$ cat src/rtl/ptg_pkg.sv
// package for the pause-trigger gating block: modes and timing constants
// assumes one 200 MHz clock and synchronous active-high reset
package ptg_pkg;
  localparam int unsigned CLK_PERIOD_NS = 5;
  localparam int unsigned SYNC_STAGES   = 2;
  localparam int unsigned CNT_W         = 32;
  localparam int unsigned PER_W         = 16;
  localparam int unsigned CHAN_W        = 4;
  localparam logic        SRC_INTERNAL  = 1'b0;
  localparam logic        SRC_EXTERNAL  = 1'b1;
  localparam logic [15:0] RST_PULSE_HI  = 16'h0004;
  localparam logic [15:0] RST_PULSE_LO  = 16'h0004;
  typedef enum logic [1:0] {PTG_RUN, PTG_PAUSED, PTG_WAIT_EDGE} ptg_gate_t;
  typedef enum logic [1:0] {PTG_AI_IDLE, PTG_AI_SCAN, PTG_AI_HELD} ptg_ai_t;
endpackage

$ cat src/rtl/ptg_top.sv
// pause-trigger gating for ao, ai scan, counter input, pulse train, edges
// assumes all inputs synchronous to mclk_in except pause_trig_in
// Notes on behaviour
// [RULE1] ao updates stop the moment pause asserts
// [RULE2] internal clock: restart right at release
// [RULE3] external clock: restart after release plus edge
// [RULE4] option forces external-style resume on internal
// [RULE5] pulse train freezes at once on pause
// [RULE6] paused phase lengthened by pause duration
// [RULE7] pulse counters kept, resume interrupted phase
// [RULE8] edge counter ignores edges while paused
// [RULE9] counter-input sampling suspends immediately on pause
// [RULE10] internal clock: resume after leftover period
// [RULE11] ci edge counting paused by count gate
// [RULE12] ai scan finishes current channels before halting
// [RULE13] internal clock: ai restarts right at release
// [RULE14] pause is a level, synchronised twice
// [RULE15] setting selects internal or external sample clock
`timescale 1ns/1ps
module ptg_top #(
  parameter int unsigned NUM_CHAN = 4
) (
  input  wire logic                   mclk_in,
  input  wire logic                   rst_in,
  input  wire logic                   pause_trig_in,
  input  wire logic                   clk_src_ext_in,
  input  wire logic                   force_ext_resume_in,
  input  wire logic                   samp_edge_in,
  input  wire logic                   ai_conv_tick_in,
  input  wire logic [ptg_pkg::PER_W-1:0] ci_period_in,
  input  wire logic [ptg_pkg::PER_W-1:0] pulse_hi_in,
  input  wire logic [ptg_pkg::PER_W-1:0] pulse_lo_in,
  input  wire logic                   pulse_en_in,
  input  wire logic                   cnt_src_edge_in,
  input  wire logic                   edge_count_gate_in,
  input  wire logic                   cnt_clear_in,
  output logic                        ao_update_out,
  output logic                        ai_convert_out,
  output logic [ptg_pkg::CHAN_W-1:0]  ai_chan_out,
  output logic                        ai_paused_out,
  output logic                        ci_sample_out,
  output logic                        pulse_out,
  output logic [ptg_pkg::CNT_W-1:0]   edge_count_out,
  output logic [ptg_pkg::CNT_W-1:0]   ci_edge_count_out,
  output logic                        pause_sync_out
);
  import ptg_pkg::*;

  // refuse channel counts that the channel field cannot hold
  if (NUM_CHAN < 1 || NUM_CHAN > (1 << CHAN_W)) begin : g_bad_chan
    $error("ptg_top: NUM_CHAN out of range");
  end

  typedef struct packed {
    ptg_ai_t            ai_st;
    logic [CHAN_W-1:0]  ai_chan;
    logic               ai_conv;
    logic               ao_upd;
    logic               ci_samp;
    logic [PER_W-1:0]   ci_cnt;
    logic               ci_wait;
    logic               pt_lvl;
    logic [PER_W-1:0]   pt_cnt;
    logic [CNT_W-1:0]   ecnt;
    logic [CNT_W-1:0]   ci_ecnt;
  } ptg_state_t;

  ptg_state_t s_q;
  ptg_state_t s_d;

  logic pause;
  logic wait_edge;
  logic ao_run;
  logic ai_run;
  logic ci_run_ext;

  // pause pin sampled through two flops before any gating; see [RULE14]
  ptg_sync u_sync (
    .mclk_in  (mclk_in),
    .rst_in   (rst_in),
    .level_in (pause_trig_in),
    .level_out(pause)
  );

  // clock source picks resume style; option forces edge wait; see [RULE15]
  assign wait_edge = clk_src_ext_in | force_ext_resume_in; // see [RULE4]

  ptg_resume u_ao_gate (
    .mclk_in     (mclk_in),
    .rst_in      (rst_in),
    .pause_in    (pause),
    .wait_edge_in(wait_edge),
    .samp_edge_in(samp_edge_in),
    .run_out     (ao_run)
  );

  ptg_resume u_ci_gate (
    .mclk_in     (mclk_in),
    .rst_in      (rst_in),
    .pause_in    (pause),
    .wait_edge_in(1'b1),
    .samp_edge_in(samp_edge_in),
    .run_out     (ci_run_ext)
  );

  // ai shares the resume policy but halts only between scans
  ptg_resume u_ai_gate (
    .mclk_in     (mclk_in),
    .rst_in      (rst_in),
    .pause_in    (pause),
    .wait_edge_in(wait_edge),
    .samp_edge_in(samp_edge_in),
    .run_out     (ai_run)
  );

  always_comb begin
    s_d = s_q;
    // ao: update only on sample edges while running; see [RULE1] [RULE2]
    s_d.ao_upd = samp_edge_in & ao_run; // see [RULE3]

    // ai scan: a started scan always completes; see [RULE12]
    s_d.ai_conv = 1'b0;
    unique case (s_q.ai_st)
      PTG_AI_IDLE, PTG_AI_HELD: begin
        // restart straight at release on internal clock; see [RULE13]
        if (samp_edge_in && ai_run) begin
          s_d.ai_st   = PTG_AI_SCAN;
          s_d.ai_chan = '0;
        end else if (pause) begin
          s_d.ai_st = PTG_AI_HELD;
        end else begin
          s_d.ai_st = PTG_AI_IDLE;
        end
      end
      PTG_AI_SCAN: begin
        if (ai_conv_tick_in) begin
          s_d.ai_conv = 1'b1;
          if (s_q.ai_chan == CHAN_W'(NUM_CHAN - 1)) begin
            s_d.ai_st = pause ? PTG_AI_HELD : PTG_AI_IDLE;
          end else begin
            s_d.ai_chan = s_q.ai_chan + 1'b1;
          end
        end
      end
      default: s_d.ai_st = PTG_AI_IDLE;
    endcase

    // ci sampling: internal clock runs its own period counter
    s_d.ci_samp = 1'b0;
    if (clk_src_ext_in) begin
      s_d.ci_samp = samp_edge_in & ci_run_ext; // see [RULE3]
      s_d.ci_cnt  = '0;
    end else if (!pause) begin
      // counter frozen in pause so only the leftover remains; see [RULE10]
      if (s_q.ci_cnt + 1'b1 >= ci_period_in) begin
        s_d.ci_cnt  = '0;
        s_d.ci_samp = 1'b1;
      end else begin
        s_d.ci_cnt = s_q.ci_cnt + 1'b1;
      end
    end
    if (pause) s_d.ci_samp = 1'b0; // see [RULE9]

    // pulse train: freeze level and count while paused; see [RULE5]
    if (!pulse_en_in) begin
      s_d.pt_lvl = 1'b0;
      s_d.pt_cnt = '0;
    end else if (!pause) begin
      // counters untouched in pause, so the phase just stretches
      if (s_q.pt_cnt + 1'b1 >=
          (s_q.pt_lvl ? pulse_hi_in : pulse_lo_in)) begin // see [RULE7]
        s_d.pt_lvl = ~s_q.pt_lvl;
        s_d.pt_cnt = '0;
      end else begin
        s_d.pt_cnt = s_q.pt_cnt + 1'b1; // see [RULE6]
      end
    end

    // edge counting keeps its value across pauses; see [RULE8]
    if (cnt_clear_in) begin
      s_d.ecnt    = '0;
      s_d.ci_ecnt = '0;
    end else begin
      if (cnt_src_edge_in && !pause) s_d.ecnt = s_q.ecnt + 1'b1;
      // ci modules use the dedicated gate, not pause; see [RULE11]
      if (cnt_src_edge_in && edge_count_gate_in)
        s_d.ci_ecnt = s_q.ci_ecnt + 1'b1;
    end
    s_d.ci_wait = pause;
  end

  always_ff @(posedge mclk_in) begin
    if (rst_in) begin
      s_q <= '{ai_st: PTG_AI_IDLE, default: '0};
    end else begin
      s_q <= s_d;
    end
  end

  // pause gates the registered ao and ci strobes combinationally, so no stray
  // update slips out in the first paused cycle
  assign ao_update_out     = s_q.ao_upd & ~pause; // see [RULE1]
  assign ai_convert_out    = s_q.ai_conv;
  assign ai_chan_out       = s_q.ai_chan;
  assign ai_paused_out     = (s_q.ai_st == PTG_AI_HELD);
  assign ci_sample_out     = s_q.ci_samp & ~pause; // see [RULE9]
  assign pulse_out         = s_q.pt_lvl;
  assign edge_count_out    = s_q.ecnt;
  assign ci_edge_count_out = s_q.ci_ecnt;
  assign pause_sync_out    = pause;

  a_ao_stops_now: assert property (@(posedge mclk_in) disable iff (rst_in)
    pause |-> !ao_update_out) // see [RULE1]
    else $error("ao update during pause");
  a_ao_ext_wait: assert property (@(posedge mclk_in) disable iff (rst_in)
    (wait_edge && $fell(pause) && !samp_edge_in) |=> !ao_update_out)
    else $error("ao resumed without edge"); // see [RULE3]
  a_ao_int_fast: assert property (@(posedge mclk_in) disable iff (rst_in)
    (!wait_edge && !pause && samp_edge_in) |=>
      (ao_update_out || pause))
    else $error("ao did not resume"); // see [RULE2]
  a_pulse_frozen: assert property (@(posedge mclk_in) disable iff (rst_in)
    (pause && pulse_en_in) |=> $stable(pulse_out) && $stable(s_q.pt_cnt))
    else $error("pulse moved in pause"); // see [RULE5]
  a_edges_ignored: assert property (@(posedge mclk_in) disable iff (rst_in)
    (pause && !cnt_clear_in) |=> $stable(edge_count_out))
    else $error("edge counted in pause"); // see [RULE8]
  a_edges_count: assert property (@(posedge mclk_in) disable iff (rst_in)
    (!pause && cnt_src_edge_in && !cnt_clear_in) |=>
      edge_count_out == $past(edge_count_out) + 1'b1)
    else $error("edge missed"); // see [RULE8]
  a_ci_suspend: assert property (@(posedge mclk_in) disable iff (rst_in)
    pause |-> !ci_sample_out) // see [RULE9]
    else $error("ci sample in pause");
  a_ci_leftover: assert property (@(posedge mclk_in) disable iff (rst_in)
    (pause && !clk_src_ext_in) |=> $stable(s_q.ci_cnt) || clk_src_ext_in)
    else $error("ci period lost"); // see [RULE10]
  a_ci_gate: assert property (@(posedge mclk_in) disable iff (rst_in)
    (!edge_count_gate_in && !cnt_clear_in) |=> $stable(ci_edge_count_out))
    else $error("ci counted with gate low"); // see [RULE11]
  a_ai_finish: assert property (@(posedge mclk_in) disable iff (rst_in)
    (s_q.ai_st == PTG_AI_SCAN && pause && !ai_conv_tick_in) |=>
      s_q.ai_st == PTG_AI_SCAN)
    else $error("scan cut short"); // see [RULE12]

  c_pause_resume: cover property (@(posedge mclk_in) disable iff (rst_in)
    $fell(pause) ##[1:20] ao_update_out);
  c_scan_pause: cover property (@(posedge mclk_in) disable iff (rst_in)
    (s_q.ai_st == PTG_AI_SCAN && pause) ##[1:20] ai_paused_out);
  c_pulse_stretch: cover property (@(posedge mclk_in) disable iff (rst_in)
    (pulse_out && pause) [*3]);
endmodule

$ cat src/rtl/ptg_sync.sv
// two-stage level synchroniser for the pause input
// assumes the input is a level from another source
`timescale 1ns/1ps
module ptg_sync (
  input  wire logic mclk_in,
  input  wire logic rst_in,
  input  wire logic level_in,
  output logic      level_out
);
  import ptg_pkg::*;
  typedef struct packed {
    logic s1;
    logic s2;
  } ptg_sync_t;
  ptg_sync_t st_q;
  ptg_sync_t st_d;

  always_comb begin
    st_d    = st_q;
    st_d.s1 = level_in;
    st_d.s2 = st_q.s1;
  end

  always_ff @(posedge mclk_in) begin
    if (rst_in) begin
      st_q <= '0;
    end else begin
      st_q <= st_d;
    end
  end

  // first stage is read only by the second
  assign level_out = st_q.s2;
endmodule

$ cat src/rtl/ptg_resume.sv
// resume gate: run/pause decision for one sample-clocked function
// assumes pause is already synchronised and edge is a one-cycle pulse
`timescale 1ns/1ps
module ptg_resume (
  input  wire logic mclk_in,
  input  wire logic rst_in,
  input  wire logic pause_in,
  input  wire logic wait_edge_in,
  input  wire logic samp_edge_in,
  output logic      run_out
);
  import ptg_pkg::*;
  typedef struct packed {
    ptg_gate_t st;
  } ptg_resume_t;
  ptg_resume_t r_q;
  ptg_resume_t r_d;

  always_comb begin
    r_d = r_q;
    unique case (r_q.st)
      PTG_RUN:
        if (pause_in) r_d.st = PTG_PAUSED;
      PTG_PAUSED:
        if (!pause_in) r_d.st = wait_edge_in ? PTG_WAIT_EDGE : PTG_RUN;
      PTG_WAIT_EDGE:
        if (pause_in) r_d.st = PTG_PAUSED;
        else if (samp_edge_in) r_d.st = PTG_RUN;
      default: r_d.st = PTG_RUN;
    endcase
  end

  always_ff @(posedge mclk_in) begin
    if (rst_in) begin
      r_q <= '{st: PTG_RUN};
    end else begin
      r_q <= r_d;
    end
  end

  // stop at once on pause; resume at release, or on the sample edge itself when waiting for one
  assign run_out = !pause_in && ((r_q.st == PTG_RUN) ||
                   (r_q.st == PTG_WAIT_EDGE && samp_edge_in) ||
                   (r_q.st == PTG_PAUSED && !wait_edge_in));
endmodule

$ cat config.mk
export PLATFORM = sky130hd
export DESIGN_NAME = ptg_top
export DESIGN_NICKNAME = d
export VERILOG_FILES = /design/src/rtl/ptg_pkg.sv /design/src/rtl/ptg_top.sv /design/src/rtl/ptg_sync.sv /design/src/rtl/ptg_resume.sv
export SDC_FILE = /design/constraint.sdc
export NUM_CORES = 1
export LEC_CHECK = 0
export BUFFER_PORTS_ARGS = -buffer_cell sky130_fd_sc_hd__buf_2
export CORE_MARGIN = 2
export CORE_UTILIZATION = 40
export DETAILED_ROUTE_END_ITERATION = 10
export REMOVE_ABC_BUFFERS = 1
export SYNTH_ARGS = -nofsm -noshare
export SYNTH_HDL_FRONTEND = slang
export SYNTH_SLANG_ARGS = --single-unit
$ cat constraint.sdc
create_clock -name mclk_in -period 3.9 [get_ports mclk_in]
set_input_delay 0.585 -clock mclk_in [delete_from_list [all_inputs] [get_ports mclk_in]]
set_output_delay 0.585 -clock mclk_in [all_outputs]
set_load 0.01 [all_outputs]
* Word level (Yosys, flattened, before mapping)
Cells that the tools add are included.
** Word-level totals
- Register bits after elaboration :: 114
- Output and inout port bits :: 74
** Cells by class
- Add/subtract/negate cells :: 5
- Magnitude comparators :: 2
- Eq/ne operators :: 22
- Muxes and demuxes :: 23
- Bitwise logic cells :: 9
- Reduce and logical (&&, ||, !) cells :: 35
** Operator list (number)
- adder 32 x 1 -> 32 bit, second input constant :: 2
- 2-to-1 mux 16 bit :: 3
- 2-to-1 mux 17 bit :: 2
- adder 16 x 1 -> 16 bit, second input constant :: 2
- >= comparator 16 bit :: 2
- inequality test 2 bit, second input constant :: 10
- 2-to-1 mux 2 bit :: 9
- one-hot mux 2 bit (3 select lines) :: 3
- OR reduction 2 bit :: 6
- logical AND 1 bit :: 11
- inequality test 3 bit, second input constant :: 3
- AND reduction 3 bit :: 3
- equality test 2 x 1 -> 1 bit, second input constant :: 4
- equality test 2 bit, second input constant :: 4
- zero test 2 bit :: 4
- 2-to-1 mux 4 bit :: 2
- one-hot mux 4 bit (2 select lines) :: 1
- 2-to-1 mux 7 bit :: 1
- logical OR 1 bit :: 5
- adder 4 x 1 -> 4 bit, second input constant :: 1
- AND 1 bit :: 4
- equality test 4 x 2 -> 1 bit, second input constant :: 1
- NOT 1 bit :: 4
- one-hot mux 2 bit (2 select lines) :: 1
- other kinds (6) :: 8

* Longest topological paths before layout
- Word-level depth :: 8
- Mapped depth :: 14
- Mapped depth without buffers :: 13

* Cells and area by module
Synthesis repeated with hierarchy kept, for this count alone.
** Unflattened totals
- Cells, all modules :: 808
- Area total of the unflattened synthesis :: 6821.5 µm²
** By module, submodules not included
- ptg_top :: times used 1, cells an instance 774, area an instance 6468.7 µm², sequential area each 2122.0 µm²
- ptg_resume :: times used 3, cells an instance 10, area an instance 100.1 µm², sequential area each 40.0 µm²
- ptg_sync :: times used 1, cells an instance 4, area an instance 52.6 µm², sequential area each 40.0 µm²

* Worst setup path before layout
No wires, ideal clock.
- Path kind :: reg2reg
- Start point :: register s_q (netlist bit pulse_out)
- End point :: register s_q[64] (netlist bit)
- Data arrival time :: 2.953 ns
- Slack :: 0.876 ns
- Cell stages (with the launch flop) :: 11
- Path buffers :: 2
- Cell sequence :: dfxtp_1 clkbuf_1 clkbuf_1 mux2i_1 ha_1 a21o_1 a221o_1 a21oi_1 o21ai_2 or3_1 a21oi_1
** Between the ends
- Word-level cells in the longest chain between the ends :: 3
** RTL lines
- start, declared :: RTL line ptg_top.sv:68 : ptg_state_t s_q;
- start signal, assigned :: RTL line ptg_top.sv:194 : s_q <= '{ai_st: PTG_AI_IDLE, default: '0};
- start signal, assigned :: RTL line ptg_top.sv:196 : s_q <= s_d;
- 2-to-1 mux 16 bit :: RTL line ptg_top.sv:171 : (s_q.pt_lvl ? pulse_hi_in : pulse_lo_in)) begin
- >= comparator 16 bit :: RTL line ptg_top.sv:170 : if (s_q.pt_cnt + 1'b1 >=
- 2-to-1 mux 16 bit :: RTL line ptg_top.sv:170
Every way passes these cells.
A chain may end at the register's enable or synchronous reset.

* Final worst setup path
- Start point :: register s_q[64] (netlist bit)
- End point :: register s_q[67] (netlist bit)
** Between the ends
- Word-level cells in the longest chain between the ends :: 3
** RTL lines (RTL line)
- adder 16 x 1 -> 16 bit * :: ptg_top.sv:170, ptg_top.sv:175
- >= comparator 16 bit :: ptg_top.sv:170
- 2-to-1 mux 16 bit * :: ptg_top.sv:170
Mark *: on every way between the ends. The rest lies on a longest branch, timed or not.

==> metrics.md <==
| Metric | Value |
|---|---|
| DRT antenna net count | `0` |
| Post-synth top area share | `0.334` |
| Setup Fix Bufs, Post-CTS | `0` |
| Count of input and output buffers | `132` |
| Post-DP HPWL | `10,500 µm` |
| Design Area, Final | `7650 µm²` |
| Net count, final | `966` |
| Antenna diodes | `0` |
| Combinational share of power | `0.055` |
| Final setup violating endpoints | `0` |
| Clock power frac | `0.505` |
| Synth top cells by count | `114 x dfxtp_1, 91 x nor2_1, 72 x nand2_1, 68 x buf_4, 43 x a21oi_1` |
| Clock Tree Root | `clkbuf_16` |
| R2R setup slack | `440 ps` |
| Worst-Margin Slew | `923 ps` |
| Syn_area_per_cell | `8.39 µm²` |
| Sink Count | `114` |
| I/O Pins | `133` |
| Total CTS buffers | `17` |
| Die Ht | `135 µm` |
| Global-route wire length before repair | `24,300 µm` |
| Die ar. | `18,100 µm²` |
| Post-cts resize count | `0` |
| Total power | `2.71 mW` |
| Worst clock skew | `9.59 ps` |
| CP delay by family, top | `simple AND/OR/NAND/NOR gates` |
| Max IR drop VDD | `297 µV` |
| Hold_buf cts | `0` |
| Share of cells above drive strength 1 | `0.209` |
| Number of max-cap violations | `0` |
| Area leader, netlist | `dfxtp_1` |
| Critical path arrival | `3750 ps` |
| Mapped Area | `6830 µm²` |
| CP max stage cell | `o21ai_2` |
| Achievable Freq | `289 MHz` |
| Run status | `complete, no violations` |
| WP depth | `13` |
| Final Hold Viols | `0` |
| Dpl cell area | `7150 µm²` |
| CP Class | `flip-flop to flip-flop` |
| RSZ-0062 raised after global routing | `false` |
| CTS H-tree depth | `4` |
| Seq cells post-synth | `114` |
| Ys Warns | `0` |
| CTS tree | `done` |
| Post-synth EDFFs | `0` |
| Met2 usage | `0.246` |
| Internal power | `2.13 mW` |
| Synth top area cells | `dfxtp_1 33%, buf_4 7.5%, ha_1 6.8%` |
| Most frequent cell after synthesis | `dfxtp_1` |
| Crit path required time | `4200 ps` |
| Initial antenna violation count | `1` |
| Crit Path Max Fanout | `10` |
| CP Buf/Inv Count | `0` |
| CP Launch Type | `flip-flop` |
| Period utilization | `0.886` |
| RD Place Congestion | `0.787` |
| DRT iter0 DRCs | `334` |
| Post-layout min period | `3460 ps` |
| CTS max path bufs | `2` |
| Largest stage delay, worst path | `440 ps` |
| DRC Markers | `0` |
| Sum Neg Setup Slack | `0 ps` |
| Syn Inst Count | `815` |
| Seq/Total Area, Yosys | `0.334` |
| Die W | `135 µm` |
| Setup crit end kind | `flip-flop` |
| Min-Delay Path Depth | `2` |
| Gr busiest metal | `met2` |
| Sw frac | `0.214` |
| Vias per std cell | `5.06` |
| Synth Flop Type | `dfxtp_1` |
| Number of global-route vias before repair | `4,992` |
| DRT Pass-1 Iters | `5` |
| Pwr Density | `355 nW/µm²` |
| Met3 Use GR | `0.0488` |
| DRT Wirelength | `14,600 µm` |
| Num rows | `47` |
| GR Overflow Total | `0` |
| Clock Latency Late Sink | `410 ps` |
| Hold Path Class | `input pin to flip-flop` |
| Rel. slew slack | `0.384` |
| Met1 global-route usage | `0.230` |
| Initial Util | `0.411` |
| Fraction of registers with async set/reset | `0` |
| Static leakage | `3.31 nW` |
| Psw | `581 µW` |
| Largest net degree at the start of global routing | `65` |
| Wirelength per Cell | `13.3 µm` |
| Part of the power in registers | `0.439` |
| Core area | `16,600 µm²` |
| Synthesis-to-layout area growth | `12.0%` |
| GRT Util Overall | `0.164` |
| Worst-path clk slew | `50 ps` |
| Slew Limit Fails | `0` |
| Synth unique cells | `56` |
| Critical Path, Cell by Cell | `ha_1 > and3_1 > nand3_1 > nor2_1 > nand3_1 > xnor2_1 > ha_1 > nand2_1 > nor2_1 > nand4_1 > o21ai_2 > nor3_2 > a22o_1` |
| Vias | `5,534` |
| Worst-case reg-to-reg path depth | `13` |
-- worst paths after layout --
path | startpoint | endpoint
max | s_q[64]$_SDFFE_PP0N_ | s_q[67]$_SDFFE_PP0N_
min | pause_trig_in | u_sync.st_d[0]$_SDFF_PP0_
max reg2reg | s_q[64]$_SDFFE_PP0N_ | s_q[67]$_SDFFE_PP0N_
min reg2reg | u_ci_gate.r_q[1]$_SDFFE_PP0P_ | u_ci_gate.r_q[0]$_SDFFE_PP0P_
-- layout by cell type, fill, tap and decap left out, drive strengths merged, types with 2 or more instances in the layout --
cell     instances
buf            134
and3            15
nor3            13
inv             25
a22o             7
a21oi           43
a31oi            3
xnor2           38
a2111o           3
clkbuf          21
a31o             5
or2              8
dfxtp          114
nand3b           5
nand2           72
or3             15
nor3b            5
ha              37
nor2b           11
mux2i           18
and2             7
nor4             5
a211oi           3
a2111oi          5
nor2            92
o21ai           20
nand4           22
or4              5
nand2b           7
and4            14
a21o             7
xor2            39
nand3           39
a221o            2
o31ai            8
-- flip-flops by register name, indices dropped and copies added, names as in the netlist --
register,flops
ai_chan_out,4
ai_convert_out,1
ci_edge_count_out,32
edge_count_out,32
pulse_out,1
s_q,36
u_ai_gate.r_q,2
u_ao_gate.r_q,2
u_ci_gate.r_q,2
u_sync.level_out,1
u_sync.st_d,1
-- layer usage --
layer	up-vias	routed length (µm)
met5	-	7
met4	2	171
met3	16	807
met2	143	6280
met1	2508	7280
li1	2865	-
-- cell type report --
class                      instances  area, µm²
tap                              220        275
timing repair buffer             134        676
multi-input combinational        578       3820
fill                            1660       8990
clock buffer                      21        470
sequential                       114       2280
clock inverter                     2       35.0
inverter                          25       93.8
-- power groups by stage --
stage,Clock (mW),Combinational [mW],Sequential [mW]
after floorplan,0,0.0821,1.22
after global placement,0,0.150,1.22
after detailed placement,0,0.151,1.22
after CTS,1.40,0.152,1.19
after global routing,1.46,0.173,1.19
final,1.37,0.150,1.19
-- stage by stage --
| step | util | instances | setup WS, ps | hold WS, ps |
|---|---|---|---|---|
| 3_3_place_gp | 0.430 | 1071 | 552 | 437 |
| 6_report | 0.460 | 1094 | 443 | 405 |
| 2_1_floorplan | - | 717 | 985 | 414 |
| 4_1_cts | 0.460 | 1094 | 423 | 392 |
| 3_5_place_dp | 0.430 | 1071 | 451 | 435 |
| 5_1_grt | 0.460 | 1094 | 103 | 422 |
-- kinds of logic (layout without fill, tap and decap cells) --
| logic type | Yosys count | in the layout | share of synthesized area |
|---|---|---|---|
| simple gates | 336 | 336 | 0.261 |
| buf+inv | 123 | 182 | 0.107 |
| flops | 114 | 114 | 0.334 |
| compound gates | 109 | 109 | 0.104 |
| xor+xnor | 77 | 77 | 0.0987 |
| fa+ha+maj | 37 | 37 | 0.0677 |
| mux | 19 | 19 | 0.0280 |
(Power assumes the default switching activity.)
